## src/pkg/pm_regs_defines.vh

```
`ifndef PM_REGS_DEFINES_VH
`define PM_REGS_DEFINES_VH

// Register byte addresses on the APB
`define PM_CAP_ADDR 8'hA0
`define PM_CSR_ADDR 8'hA4
`define PM_IRQ_STATUS_ADDR 8'hB0
`define PM_IRQ_MASK_ADDR 8'hB4
`define PM_CTRL_ADDR 8'hB8

// Capabilities word fields
// Wake-capable states, bits 15 to 11: none from D3cold, all others allowed
`define PM_CAP_WAKE_STATES 5'h0F
`define PM_CAP_D2_SUP 1'h1
`define PM_CAP_FIRST_LOW_STATE_SUPPORTED 1'h1
`define PM_CAP_RSVD 3'h0
`define PM_CAP_DSI 1'h1
`define PM_CAP_VERSION 3'h1

// Control/status word field positions
`define PM_CSR_WAKE_PEND_BIT 15
`define PM_CSR_WAKE_EN_BIT 8
`define PM_CSR_RESET 16'h0000

// Power state encodings
`define PM_STATE_D0 2'h0
`define PM_STATE_D1 2'h1
`define PM_STATE_D2 2'h2
`define PM_STATE_D3HOT 2'h3

// Interrupt status bits
`define PM_IRQ_WAKE_BIT 0
`define PM_IRQ_STATE_BIT 1
`define PM_IRQ_D3_EXIT_BIT 2

`endif

```

## src/rtl/pm_sync3.v

```verilog
`timescale 1ns/10ps
`default_nettype none

// Three-stage pin synchroniser; a change counts once stages two and three agree
module pm_sync3 (
    // Clock and reset
    input wire sys_clk,
    input wire rstn,
    // Pin and qualified level
    input wire pinIn,
    output reg levelOut
);

    reg stage1Q;
    reg stage2Q;
    reg stage3Q;

    // First stage feeds only the second
    always @(posedge sys_clk or negedge rstn) begin
        if (!rstn) begin
            stage1Q <= 1'b0;
            stage2Q <= 1'b0;
            stage3Q <= 1'b0;
            levelOut <= 1'b0;
        end else begin
            stage1Q <= pinIn;
            stage2Q <= stage1Q;
            stage3Q <= stage2Q;
            if (stage2Q == stage3Q) begin
                levelOut <= stage3Q;
            end
        end
    end

endmodule // pm_sync3

`default_nettype wire

```

## src/rtl/pm_state_ctrl.v

```verilog
`timescale 1ns/10ps
`default_nettype none
`include "pm_regs_defines.vh"

// Tracks power state moves and pulses the group reset on a D3hot to D0 exit
module pm_state_ctrl (
    // Clock and reset
    input wire sys_clk,
    input wire rstn,
    // New state request
    input wire stateWrite,
    input wire [1:0] stateNew,
    // Status
    output reg [1:0] stateQ,
    output reg stateChange,
    output reg d3Exit
);

    // A single cycle reset pulse is enough for the synchronous register groups
    always @(posedge sys_clk or negedge rstn) begin
        if (!rstn) begin
            stateQ <= `PM_STATE_D0;
            stateChange <= 1'b0;
            d3Exit <= 1'b0;
        end else begin
            stateChange <= stateWrite && (stateNew != stateQ);
            d3Exit <= stateWrite && (stateQ == `PM_STATE_D3HOT) &&
                (stateNew == `PM_STATE_D0);
            if (stateWrite) begin
                stateQ <= stateNew;
            end
        end
    end

endmodule // pm_state_ctrl

`default_nettype wire

```

## src/rtl/pm_regs.v

```verilog
// Decided for this implementation: the APB register port.
`timescale 1ns/10ps
`default_nettype none
`include "pm_regs_defines.vh"

// Function
// - Capabilities bit 9 reads one: first low-power state supported.
// - Capabilities bits 8 to 6 read zero.
// - Capabilities bit 5 reads one: special initialisation needed.
// - Capabilities bit 4 read-only auxiliary-supply flag, meaningful only with bit 15.
// - Capabilities bit 3 read-only flag: wake needs bus clock.
// - Capabilities bits 2 to 0 read version 001b.
// - Group reset on D3hot to D0 leaves control/status word unchanged.
// - D3hot to D0 resets other register groups, keeps this one.
// - Wake event sets wake-pending bit 15 regardless of wake enable.
// - Writing one clears wake-pending and releases wake output; zero ignored.
// - Data scale bits 14 to 13 read zero.
// - Data selector bits 12 to 9 read zero.
// - Wake enable bit 8 gates wake output assertion.
// - Control/status bits 7 to 2 read zero.
// - Two-bit power state field reports and sets state, 00 D0 to 11 D3hot.
// - Capabilities bit 15 zero, bits 14 to 11 one: wake from D3hot, D2, D1, D0.
module pm_regs #(
    parameter AUX_NEEDED = 1'b0,
    parameter CLOCK_FOR_WAKE = 1'b0
) (
    // Clock and reset
    input wire sys_clk,
    input wire rstn,
    // APB slave
    input wire psel,
    input wire penable,
    input wire pwrite,
    input wire [7:0] paddr,
    input wire [31:0] pwdata,
    output reg [31:0] prdata,
    output reg pready,
    output reg pslverr,
    // Wake event pin from the function logic
    input wire wakeEventPin,
    // Power management outputs
    output reg wakeOutN,
    output reg [1:0] powerState,
    output reg groupResetN,
    output reg irq
);

    reg wakePendingQ;
    reg wakeEnableQ;
    reg [2:0] irqStatusQ;
    reg [2:0] irqMaskQ;
    reg groupResetHoldQ;
    reg wakeLevelQ;
    wire wakeLevel;
    wire [1:0] stateQ;
    wire stateChange;
    wire d3Exit;
    wire wakeRise;
    wire [15:0] capWord;
    wire [15:0] csrWord;
    wire setupPhase;
    wire wrAccess;
    reg [31:0] readMux;
    reg addrValid;

    // Address check used by both write decode and error response
    function mapped;
        input [7:0] addr;
        begin
            mapped = (addr == `PM_CAP_ADDR) || (addr == `PM_CSR_ADDR) ||
                (addr == `PM_IRQ_STATUS_ADDR) || (addr == `PM_IRQ_MASK_ADDR) ||
                (addr == `PM_CTRL_ADDR);
        end
    endfunction

    // Wake event pin crosses in through three flops
    pm_sync3 u_wake_sync (
        .sys_clk(sys_clk),
        .rstn(rstn),
        .pinIn(wakeEventPin),
        .levelOut(wakeLevel)
    );

    assign wakeRise = wakeLevel && !wakeLevelQ;

    // Writes commit in the access phase, the only cycle the slave answers
    assign setupPhase = psel && !penable;
    assign wrAccess = psel && penable && pwrite && mapped(paddr);

    pm_state_ctrl u_state (
        .sys_clk(sys_clk),
        .rstn(rstn),
        .stateWrite(wrAccess && (paddr == `PM_CSR_ADDR)),
        .stateNew(pwdata[1:0]),
        .stateQ(stateQ),
        .stateChange(stateChange),
        .d3Exit(d3Exit)
    );

    // Capabilities word is all constants
    assign capWord = {`PM_CAP_WAKE_STATES,
        `PM_CAP_D2_SUP,
        `PM_CAP_FIRST_LOW_STATE_SUPPORTED,
        `PM_CAP_RSVD,
        `PM_CAP_DSI,
        AUX_NEEDED[0],
        CLOCK_FOR_WAKE[0],
        `PM_CAP_VERSION};

    // Control/status word; data and reserved fields fixed at zero
    assign csrWord = {wakePendingQ,
        2'h0,
        4'h0,
        wakeEnableQ,
        6'h00,
        stateQ};

    // Read mux
    always @* begin
        addrValid = mapped(paddr);
        case (paddr)
            `PM_CAP_ADDR: readMux = {16'h0000, capWord};
            `PM_CSR_ADDR: readMux = {16'h0000, csrWord};
            `PM_IRQ_STATUS_ADDR: readMux = {29'h00000000, irqStatusQ};
            `PM_IRQ_MASK_ADDR: readMux = {29'h00000000, irqMaskQ};
            `PM_CTRL_ADDR: readMux = {31'h00000000, groupResetHoldQ};
            default: readMux = 32'h00000000;
        endcase
    end

    // APB answer: ready one cycle after setup, zero wait states
    always @(posedge sys_clk or negedge rstn) begin
        if (!rstn) begin
            pready <= 1'b0;
            pslverr <= 1'b0;
            prdata <= 32'h00000000;
        end else begin
            pready <= setupPhase;
            pslverr <= setupPhase && !addrValid;
            prdata <= (setupPhase && !pwrite) ? readMux : 32'h00000000;
        end
    end

    // Control/status bits; only power-on reset touches them, never d3Exit
    always @(posedge sys_clk or negedge rstn) begin
        if (!rstn) begin
            wakePendingQ <= 1'b0;
            wakeEnableQ <= 1'b0;
            wakeLevelQ <= 1'b0;
        end else begin
            wakeLevelQ <= wakeLevel;
            if (wrAccess && (paddr == `PM_CSR_ADDR)) begin
                wakeEnableQ <= pwdata[`PM_CSR_WAKE_EN_BIT];
            end
            // Set wins over a same-cycle clear so no event is lost
            if (wakeRise) begin
                wakePendingQ <= 1'b1;
            end else if (wrAccess && (paddr == `PM_CSR_ADDR) &&
                    pwdata[`PM_CSR_WAKE_PEND_BIT]) begin
                wakePendingQ <= 1'b0;
            end
        end
    end

    // Group reset for other register blocks; this bank ignores it
    always @(posedge sys_clk or negedge rstn) begin
        if (!rstn) begin
            groupResetN <= 1'b1;
            groupResetHoldQ <= 1'b0;
        end else begin
            groupResetN <= !d3Exit;
            if (d3Exit) begin
                groupResetHoldQ <= 1'b1;
            end else if (wrAccess && (paddr == `PM_CTRL_ADDR) && pwdata[0]) begin
                groupResetHoldQ <= 1'b0;
            end
        end
    end

    // Wake output, active low, tied to pending and enable
    always @(posedge sys_clk or negedge rstn) begin
        if (!rstn) begin
            wakeOutN <= 1'b1;
            powerState <= `PM_STATE_D0;
        end else begin
            wakeOutN <= !(wakePendingQ && wakeEnableQ);
            powerState <= stateQ;
        end
    end

    // Sticky interrupt status, write one to clear, set wins
    always @(posedge sys_clk or negedge rstn) begin
        if (!rstn) begin
            irqStatusQ <= 3'h0;
            irqMaskQ <= 3'h0;
            irq <= 1'b0;
        end else begin
            if (wrAccess && (paddr == `PM_IRQ_MASK_ADDR)) begin
                irqMaskQ <= pwdata[2:0];
            end
            irqStatusQ <= (irqStatusQ &
                ~((wrAccess && (paddr == `PM_IRQ_STATUS_ADDR)) ? pwdata[2:0] : 3'h0)) |
                {d3Exit, stateChange, wakeRise};
            irq <= |(irqStatusQ & irqMaskQ);
        end
    end

endmodule // pm_regs

`default_nettype wire

```

## config.mk

```make
export PLATFORM = sky130hd
export DESIGN_NAME = pm_regs
export DESIGN_NICKNAME = d
export VERILOG_FILES = /design/src/rtl/pm_sync3.v /design/src/rtl/pm_state_ctrl.v /design/src/rtl/pm_regs.v
export VERILOG_INCLUDE_DIRS = /design/src /design/src/pkg
export SDC_FILE = /design/constraint.sdc
export NUM_CORES = 1
export LEC_CHECK = 0
export ABC_CLOCK_PERIOD_IN_PS = 2500
export BUFFER_PORTS_ARGS = -buffer_cell sky130_fd_sc_hd__buf_2
export CAP_MARGIN = 20
export CORE_AREA = 2 2 64 66
export CTS_BUF_LIST = sky130_fd_sc_hd__clkbuf_4 sky130_fd_sc_hd__clkbuf_8 sky130_fd_sc_hd__clkbuf_16
export CTS_CLUSTER_DIAMETER = 150
export DETAILED_ROUTE_END_ITERATION = 8
export DIE_AREA = 0 0 66 68
export PLACE_DENSITY = 0.69
export SLEW_MARGIN = 10
export SYNTH_ARGS = -nofsm -noshare
export SYNTH_HDL_FRONTEND = slang
export SYNTH_SLANG_ARGS = --single-unit
```

## constraint.sdc

```tcl
create_clock -name sys_clk -period 2.5 [get_ports sys_clk]
set_clock_uncertainty 0.1 [all_clocks]
set_input_delay 0.125 -clock sys_clk [delete_from_list [all_inputs] [get_ports sys_clk]]
set_output_delay 0.125 -clock sys_clk [all_outputs]
set_load 0.01 [all_outputs]
```

==> flow_summary.json, run 1 <==
{
  "outcome": "complete, no violations",
  "final_util_pct": 45.2,
  "ys_ff_latch": 31,
  "post_cts_buffers": 0,
  "final.min_clock_period_ns": 1.70,
  "layout_commonest_cell": "buf_2",
  "p_leak_nw": 0.873,
  "ioPinCount": 85,
  "fillers": 371,
  "wl_per_cell_microns": 11.4,
  "crit_path_max_fanout": 6,
  "hold_path.class": "primary input to flop",
  "layout-drive-gt1-share_pct": 33.3,
  "drtPass1Iterations": 4,
  "postRouteWirelength_mm": 2.49,
  "async_reset_ff_share_pct": 100,
  "die_w_microns": 66,
  "tightest_slew_ns": 0.665,
  "arrival_ns": 1.77,
  "die_height_microns": 68,
  "synth_area_leaders": "dfrtp_1 (49%), buf_4 (13%), mux2_2 (4.6%), dfstp_2 (3.6%), nand2b_1 (1.7%)",
  "drt_first_iter_violations": 55,
  "drv_slew": 0,
  "path_buf_inv": 2,
  "slew_headroom_pct": 55.7,
  "yosysWarnings": 0,
  "worst_skew_pair.late_latency_ns": 0.28,
  "reg2reg_slack_ns": 1.32,
  "grt_setup_unrepaired": "false",
  "die_area_sq_um": 4490,
  "critPathTopFamily": "buffers and inverters",
  "grt_max_degree": 32,
  "synth_edf_count": 0,
  "dp.cells": 204,
  "antenna_cells": 0,
  "gr-usage-all-layers_pct": 12.4,
  "synth-seq-area-share_pct": 52.9,
  "critPathRequiredTime_ns": 2.57,
  "busiest_layer": "met2",
  "htree_num_levels": 2,
  "overflow": 0,
  "mostFrequentLayoutCells": "buf_2 (37), dfrtp_1 (29), conb_1 (20), clkbuf_8 (7)",
  "grt_pass1_vias": 865,
  "routed_via_density": 4.61,
  "max-clock-path-buffers": 2,
  "synth-main-ff-cell": "dfrtp_1",
  "avgSynthCellArea_sq_um": 11.5,
  "fin_crit_sh_pct": 68.1,
  "crit_start": "penable",
  "ant_nets": 0,
  "final_cells": 218,
  "nNetsFinal": 213,
  "crit-reg2reg-capture": "prdata[0]",
  "coreArea_sq_um": 3860,
  "synthDominantCellAreaShare_pct": 49.4,
  "ir_worst_vdd_v": 0.000162,
  "synth_area_sq_um": 1470,
  "setup_viol": 0,
  "critPathKind": "primary input to flop",
  "crit_path_end_kind": "flop",
  "vias": 1005,
  "cts.clk_slew.worst_paths_ns": 0.06,
  "grt_antenna_before_repair": 0,
  "synth.distinct_cells": 39,
  "globalplace.congestion": 0.814,
  "start_util_pct": 38.1,
  "synthCells": 128,
  "cap_violations": 0,
  "setup.worst_path.start_class": "primary input",
  "rr_worst_depth": 3,
  "cts_buffers": 5,
  "grt_use_met2_pct": 20.6,
  "port_buffers": 37,
  "gr-usage-met1_pct": 13.8,
  "cp_cell_sequence": "dlygate4sd3_1 -> buf_2 -> nand3_1 -> nand4bb_1 -> mux2_1",
  "drc": 0,
  "critPathSlowestCell": "dlygate4sd3_1",
  "rows": 23,
  "reg2reg_from": "u_state.stateQ[0]",
  "fin_setup_tns_ns": 0,
  "grtUsageMet3_pct": 4.28,
  "clockRootBuffer": "clkbuf_8",
  "max_stage_delay_ns": 0.52,
  "hpwlAfterDp_mm": 1.79,
  "clock_sinks": 31,
  "crit_path_end": "wakeEnableQ",
  "fmax_ghz": 0.587,
  "synth.largest_area_cell": "dfrtp_1",
  "final_hold_viol_count": 0,
  "tritoncts": "done",
  "powerDensity_nw_per_um2": 597,
  "worst-path-stages": 5,
  "grt_first_pass_wirelength_mm": 4.02,
  "syn2layout_area_growth_pct": 18.5
}
routing by layer:
| layer | wire length [microns] | up-vias |
|---|---|---|
| met4 | 63 | 0 |
| met1 | 1040 | 480 |
| li1 | - | 472 |
| met3 | 234 | 5 |
| met5 | 0 | - |
| met2 | 1150 | 48 |
cell families (layout without fill, tap and decap cells):
family / Yosys count / count (layout) / synth area share (%)
adders and majority gates: 1 / 1 / 0.681
buffers and inverters: 36 / 57 / 15.9
xor gates and xnor gates: 2 / 2 / 1.19
muxes: 8 / 8 / 6.04
AOI/OAI and AO/OA: 13 / 13 / 6.21
other: 1 / 20 / 0.255
and+or+nand+nor: 36 / 36 / 16.8
DFF: 31 / 31 / 52.9
worst min-delay path by stage:
stage | startpoint | endpoint | slack [ns] | cells past startpoint
after floorplan | rstn | groupResetHoldQ | -0.27 | 0
after global placement | rstn | wakeEnableQ | 0.1 | 1
after detailed placement | rstn | prdata[15] | 0.1 | 1
after CTS | pwdata[15] | wakePendingQ | 0.007 | 3
after global routing | pwdata[0] | u_state.d3Exit | 0.009 | 2
final | pwdata[0] | u_state.d3Exit | 0.02 | 2
stage by stage:
step           hold WS, ns  cell area, sq um  worst slack [ns]  total power (W)
2_1_floorplan       -0.271              1540              1.12         0.000596
3_3_place_gp        0.0954              1580             0.750         0.000609
3_5_place_dp        0.0957              1580             0.757         0.000611
4_1_cts            0.00733              1740             0.786          0.00105
5_1_grt            0.00906              1740             0.683          0.00108
6_report            0.0199              1740             0.798          0.00104
power by group:
group	leakage [nW]	switching, W	internal [W]
Clock	0.0505	0.000183	0.000250
Sequential	0.386	0.00000508	0.000513
Combinational	0.437	0.0000549	0.0000351
flip-flops by register name (all words and copies together), names as in the netlist, 2 cells and up:
signal,count
u_state.stateQ,2
irqMaskQ,3
powerState,2
prdata,6
irqStatusQ,3
layout make-up:
cell class	instances	area, sq um	share of cell area, %
Clock buffer	7	96.3	5.53
Sequential cell	31	778	44.7
Inverter	6	22.5	1.29
Timing Repair Buffer	43	245	14.1
Clock inverter	1	7.51	0.431
Tap cell	50	62.6	3.59
Multi-Input combinational cell	80	529	30.4
synthesized netlist by cell type, types with 2 or more instances:
cell type  number
dfrtp_1        29
buf_4          26
inv_1           6
mux2_2          6
nor2_1          5
nand2_1         4
nand2b_1        4
a31oi_1         3
clkbuf_1        3
nor2b_1         3
a21oi_1         2
and3_1          2
and3b_1         2
dfstp_2         2
nand4bb_1       2
nor3_1          2
nor4_1          2
o21ai_0         2
or3b_1          2
xnor2_1         2
timing repair:
action,in CTS,in global routing
hold buffers,6,0
resized for setup,0,0
endpoints found under the hold margin,36,0
worst reg2reg max path, stage by stage (launching register included):
cell and delay (ns):
dfrtp_1 0.44, inv_1 0.07, a221o_1 0.35, a21oi_1 0.15
(Power assumes the default switching activity.)
==> run 2: changes to the inputs <==
Settings changed: ABC_CLOCK_PERIOD_IN_PS 2500 to 1600.
Clock period 2.5 ns to 1.6 ns, I/O delays scaled along.
==> run 2 against run 1 <==
  * Critical path depth decreased by 1
  * Via count rose by 1.9%
  * Combinational power is 70% higher
  * Global-route usage increased by 0.76 points
==> flow_summary.json, run 2 (same netlist as run 1, synthesis figures left out) <==
{
  "die_area_sq_um": 4490,
  "mostFrequentLayoutCells": "buf_2 (37), dfrtp_1 (29), conb_1 (20), dlygate4sd3_1 (10)",
  "reg2reg_slack_ns": 0.17,
  "cts_buffers": 5,
  "htree_num_levels": 2,
  "critPathRequiredTime_ns": 1.72,
  "fin_ws_ns": 0.0943,
  "p_sw_w": 0.000363,
  "reg2reg_from": "u_state.stateQ[1]",
  "nNetsFinal": 223,
  "fin_crit_sh_pct": 94.1,
  "cts.clk_slew.worst_paths_ns": 0.06,
  "gr-usage-all-layers_pct": 13.2,
  "syn2layout_area_growth_pct": 24.9,
  "crit_path_max_fanout": 6,
  "fmax_ghz": 0.664,
  "ir_worst_vdd_v": 0.000313,
  "globalplace.congestion": 0.853,
  "place_area_sq_um": 1620,
  "crit_path_end_kind": "flop",
  "worst_skew_pair.late_latency_ns": 0.28,
  "drc": 0,
  "ioPinCount": 85,
  "clockRootBuffer": "clkbuf_8",
  "wl_per_cell_microns": 11.5,
  "top_register": "prdata",
  "fillers": 366,
  "finalPower_w": 0.00173,
  "drv_slew": 0,
  "drt_first_iter_violations": 66,
  "combinationalPowerShare_pct": 8.9,
  "cap_violations": 0,
  "grt_max_degree": 32,
  "crit-reg2reg-capture": "u_state.d3Exit",
  "largestRegisters": "prdata (6), irqMaskQ (3), irqStatusQ (3)",
  "internal_power_w": 0.00137,
  "setup_viol": 0,
  "largest_reg_flops": 6,
  "final_area_sq_um": 1840,
  "crit_start": "pwdata[0]",
  "final_util_pct": 47.6,
  "clock_sinks": 31,
  "rows": 23,
  "swShare_pct": 21.0,
  "grt_pass1_vias": 935,
  "tritoncts": "done",
  "setup.worst_path.start_class": "primary input",
  "postRouteWirelength_mm": 2.62,
  "final.min_clock_period_ns": 1.51,
  "antenna_cells": 0,
  "cts_resized": 0,
  "ant_nets": 0,
  "place_ws_ns": 0.0580,
  "hold_path.class": "primary input to flop",
  "p_clk_share_pct": 44.3,
  "slew_headroom_pct": 56.0,
  "tightest_slew_ns": 0.661,
  "routed_via_density": 4.49,
  "outcome": "complete, no violations",
  "power_frac_seq_pct": 46.8,
  "port_buffers": 37,
  "grt_first_pass_wirelength_mm": 4.26,
  "vias": 1024,
  "crit_path_end": "u_state.d3Exit",
  "critPathKind": "primary input to flop",
  "arrival_ns": 1.62,
  "layout-drive-gt1-share_pct": 34.8,
  "hpwlAfterDp_mm": 1.89,
  "overflow": 0,
  "coreArea_sq_um": 3860,
  "holdPathStages": 2,
  "max-clock-path-buffers": 2,
  "powerDensity_nw_per_um2": 941,
  "rr_worst_depth": 3,
  "grt_antenna_before_repair": 0,
  "start_util_pct": 38.1,
  "layout_commonest_cell": "buf_2",
  "final_hold_viol_count": 0,
  "multiInputGateArea_sq_um": 529,
  "die_height_microns": 68,
  "p_leak_nw": 0.930,
  "seq_area_sq_um": 778,
  "fin_setup_tns_ns": 0,
  "drtPass1Iterations": 4,
  "die_w_microns": 66,
  "grt_setup_unrepaired": "false"
}
## run 2: changes by cell type in the layout (fill, tap and decap cells not counted), sizes merged
cell	previous run	this run
buf	37	43
dlygate4sd3	6	10
bufinv	0	1
clkinvlp	1	0
## run 2: cell type report
type                    count  share of cell area (%)
flip-flops and latches     31                    42.4
multi-input cells          80                    28.8
repair buffers             53                    18.0
clock buffers               7                    4.56
well taps                  50                    3.41
clock inverters             1                    1.63
inverters                   6                    1.23
## run 2: stage by stage
step	std cells	hold WS, ns
after floorplan	147	-0.316
after CTS	228	0.00198
after global routing	228	0.0141
after detailed placement	210	0.0511
after global placement	210	0.0474
final	228	0.00522
## run 2: routing by layer
metal	GRT usage, %	routed length (microns)	vias up
met1	13.6	1030	482
met3	4.28	221	4
met4	7.65	62	0
li1	-	-	490
met2	23.5	1310	48
met5	0	0	-
## run 2: worst max-delay path: stages
cell	delay (ns)
dlygate4sd3_1	0.53
buf_2	0.16
nor4_1	0.26
dlygate4sd3_1	0.58
## run 2: timing repair
item,4_1_cts,5_1_grt
hold endpoints to repair,39,0
setup buffers,0,0
hold buffers,10,0
endpoints found under the setup margin,0,0
## run 2: worst min path at each step
stage                     startpoint         endpoint  slack, ns
after CTS                       psel           pready      0.002
after global placement          rstn       prdata[15]       0.05
final                           psel           pready      0.005
after detailed placement        rstn       prdata[15]       0.05
after global routing            psel           pready       0.01
after floorplan                 rstn  groupResetHoldQ      -0.32
## run 2: power by group through the flow
stage	combinational, W	clock (W)	sequential, W
finish	0.000153	0.000766	0.000809
global route	0.000174	0.000825	0.000811
CTS	0.000154	0.000782	0.000809
detailed placement	0.000137	0	0.000824
global placement	0.000135	0	0.000823
floorplan	0.000106	0	0.000825
==> run 3: changes to the inputs <==
Settings changed: ABC_CLOCK_PERIOD_IN_PS 1600 to 1650, PLACE_DENSITY 0.69 to 0.82.
Clock period 1.6 ns to 1.65 ns, I/O delays scaled along.
==> run 3 against run 2 <==
  * Power is 14% lower
  * Hold slack improved by 0.033 ns
  * Die area unchanged
  * Core utilization shrank 0.81 points
  * First-iteration DRC count decreased by 44%
  * Combinational power about the same
  * Sequential share of layout area up 0.73 points
  * Count of clock-buffer cells in the layout fell by 2
  * Cell count fell by 0.88%
  * Critical path depth grew 1
  * Setup slack worse by 0.047 ns
  * Critical endpoint is now prdata[14]
  * Largest power group unchanged
==> flow_summary.json, run 3 (same netlist as run 1, synthesis figures left out) <==
{
  "crit_path_max_fanout": 4,
  "ir_worst_vdd_v": 0.000372,
  "cts.clk_slew.worst_paths_ns": 0.06,
  "final_area_sq_um": 1810,
  "cp_cell_sequence": "dlygate4sd3_1 -> buf_2 -> or3b_4 -> or4_4 -> nor3_1",
  "ioPinCount": 85,
  "rows": 23,
  "vias": 991,
  "reg2reg_slack_ns": 0.45,
  "outcome": "complete, no violations",
  "drt_first_iter_violations": 37,
  "slew_headroom_pct": 55.8,
  "worst_skew_pair.late_latency_ns": 0.28,
  "grt_antenna_before_repair": 0,
  "largestRegisters": "prdata (6), irqMaskQ (3), irqStatusQ (3)",
  "min_from": "paddr[3]",
  "clockRootBuffer": "clkbuf_8",
  "reg2reg_from": "u_state.stateQ[0]",
  "routed_via_density": 4.38,
  "clock_sinks": 31,
  "cap_violations": 0,
  "holdPathStages": 3,
  "layout_commonest_cell": "buf_2",
  "ant_nets": 0,
  "hpwlAfterDp_mm": 1.90,
  "drc": 0,
  "powerDensity_nw_per_um2": 825,
  "finalPower_w": 0.00149,
  "die_area_sq_um": 4490,
  "arrival_ns": 1.71,
  "worst-path-stages": 5,
  "syn2layout_area_growth_pct": 22.8,
  "layout-drive-gt1-share_pct": 35.2,
  "holdPathEnd": "pslverr",
  "htree_num_levels": 2,
  "die_height_microns": 68,
  "gr-usage-all-layers_pct": 12.0,
  "die_w_microns": 66,
  "wl_per_cell_microns": 11.1,
  "fin_crit_sh_pct": 97.1,
  "start_util_pct": 38.1,
  "critPathRequiredTime_ns": 1.75,
  "port_buffers": 37,
  "grt_setup_unrepaired": "false",
  "globalplace.congestion": 0.803,
  "fmax_ghz": 0.624,
  "critPathKind": "primary input to flop",
  "max-clock-path-buffers": 2,
  "post_cts_buffers": 0,
  "postRouteWirelength_mm": 2.50,
  "drv_slew": 0,
  "grt_first_pass_wirelength_mm": 3.76,
  "final.min_clock_period_ns": 1.60,
  "drtPass1Iterations": 4,
  "max_stage_delay_ns": 0.53,
  "setup_viol": 0,
  "tritoncts": "done",
  "crit_path_end_kind": "flop",
  "fin_setup_tns_ns": 0,
  "largest_reg_flops": 6,
  "place_ws_ns": 0.119,
  "overflow": 0,
  "place_area_sq_um": 1600,
  "path_buf_inv": 2,
  "critPathSlowestCell": "dlygate4sd3_1",
  "critPathTopFamily": "simple AND/OR/NAND/NOR gates",
  "crit-reg2reg-capture": "prdata[0]",
  "nNetsFinal": 221,
  "fin_ws_ns": 0.0477,
  "coreArea_sq_um": 3860,
  "top_register": "prdata",
  "hold_path.class": "primary input to flop",
  "tightest_slew_ns": 0.663,
  "cts_buffers": 5,
  "final_cells": 226,
  "setup.worst_path.start_class": "primary input",
  "p_leak_nw": 0.916,
  "dp.cells": 207,
  "antenna_cells": 0,
  "mostFrequentLayoutCells": "buf_2 (37), dfrtp_1 (29), conb_1 (20), dlygate4sd3_1 (11)",
  "rr_worst_depth": 3,
  "grt_pass1_vias": 871,
  "grt_max_degree": 32,
  "final_hold_viol_count": 0
}
-- run 3: cell count changes in the layout (fill, tap and decap cells not counted) --
cell           change
or4_4              +1
or3b_4             +1
or4_1              -1
dlygate4sd3_1      +1
or3b_1             -1
clkinv_2           +3
bufinv_16          -1
clkbuf_4           -2
nand4bb_2          +1
nand4bb_1          -1
buf_4              -3
-- run 3: what timing repair did --
action,in CTS,in global routing
hold endpoints to repair,41,0
resized for setup,0,3
endpoints found under the setup margin,0,6
hold buffers,11,0
-- run 3: worst max path at each step --
stage	startpoint	endpoint	slack, ns
global route	penable	prdata[14]	0.01
global placement	paddr[1]	irqMaskQ[2]	0.13
CTS	penable	wakeEnableQ	0.03
detailed placement	paddr[1]	irqMaskQ[0]	0.12
finish	penable	prdata[14]	0.05
floorplan	paddr[1]	irqMaskQ[0]	0.31
-- run 3: tightest hold or removal path, delay by kind of cell --
family                 cells  cell delay [ns]
AOI/OAI and AO/OA          2             0.15
buffers and inverters      1             0.15
-- run 3: area by class of cell --
| class | instances | area [sq um] |
|---|---|---|
| Timing Repair Buffer | 51 | 318 |
| Clock buffer | 5 | 68.8 |
| Multi-Input combinational cell | 80 | 541 |
| Tap cell | 50 | 62.6 |
| Sequential cell | 31 | 778 |
| Clock inverter | 3 | 15.0 |
| Fill cell | 361 | 2050 |
| Inverter | 6 | 22.5 |
-- run 3: power by group --
part | switching, W | internal (W) | leakage, nW
Clock | 0.000268 | 0.000287 | 0.0477
Sequential | 0.00000746 | 0.000777 | 0.386
Combinational | 0.0000839 | 0.0000657 | 0.483
-- run 3: metrics by stage --
step	utilization (%)	hold slack, ns
global placement	41.5	0.0530
CTS	46.5	0.0352
global route	46.8	0.0543
detailed placement	41.5	0.0559
finish	46.8	0.0387
floorplan	-	-0.313
-- run 3: metal layers --
layer / part of all wire, % / vias to the layer above / GRT usage, %
met4: 3.1 / 0 / 9.95
met1: 38 / 460 / 11.7
met3: 7.7 / 7 / 3.78
li1: - / 489 / -
met5: 0 / - / 0
met2: 52 / 35 / 20.8
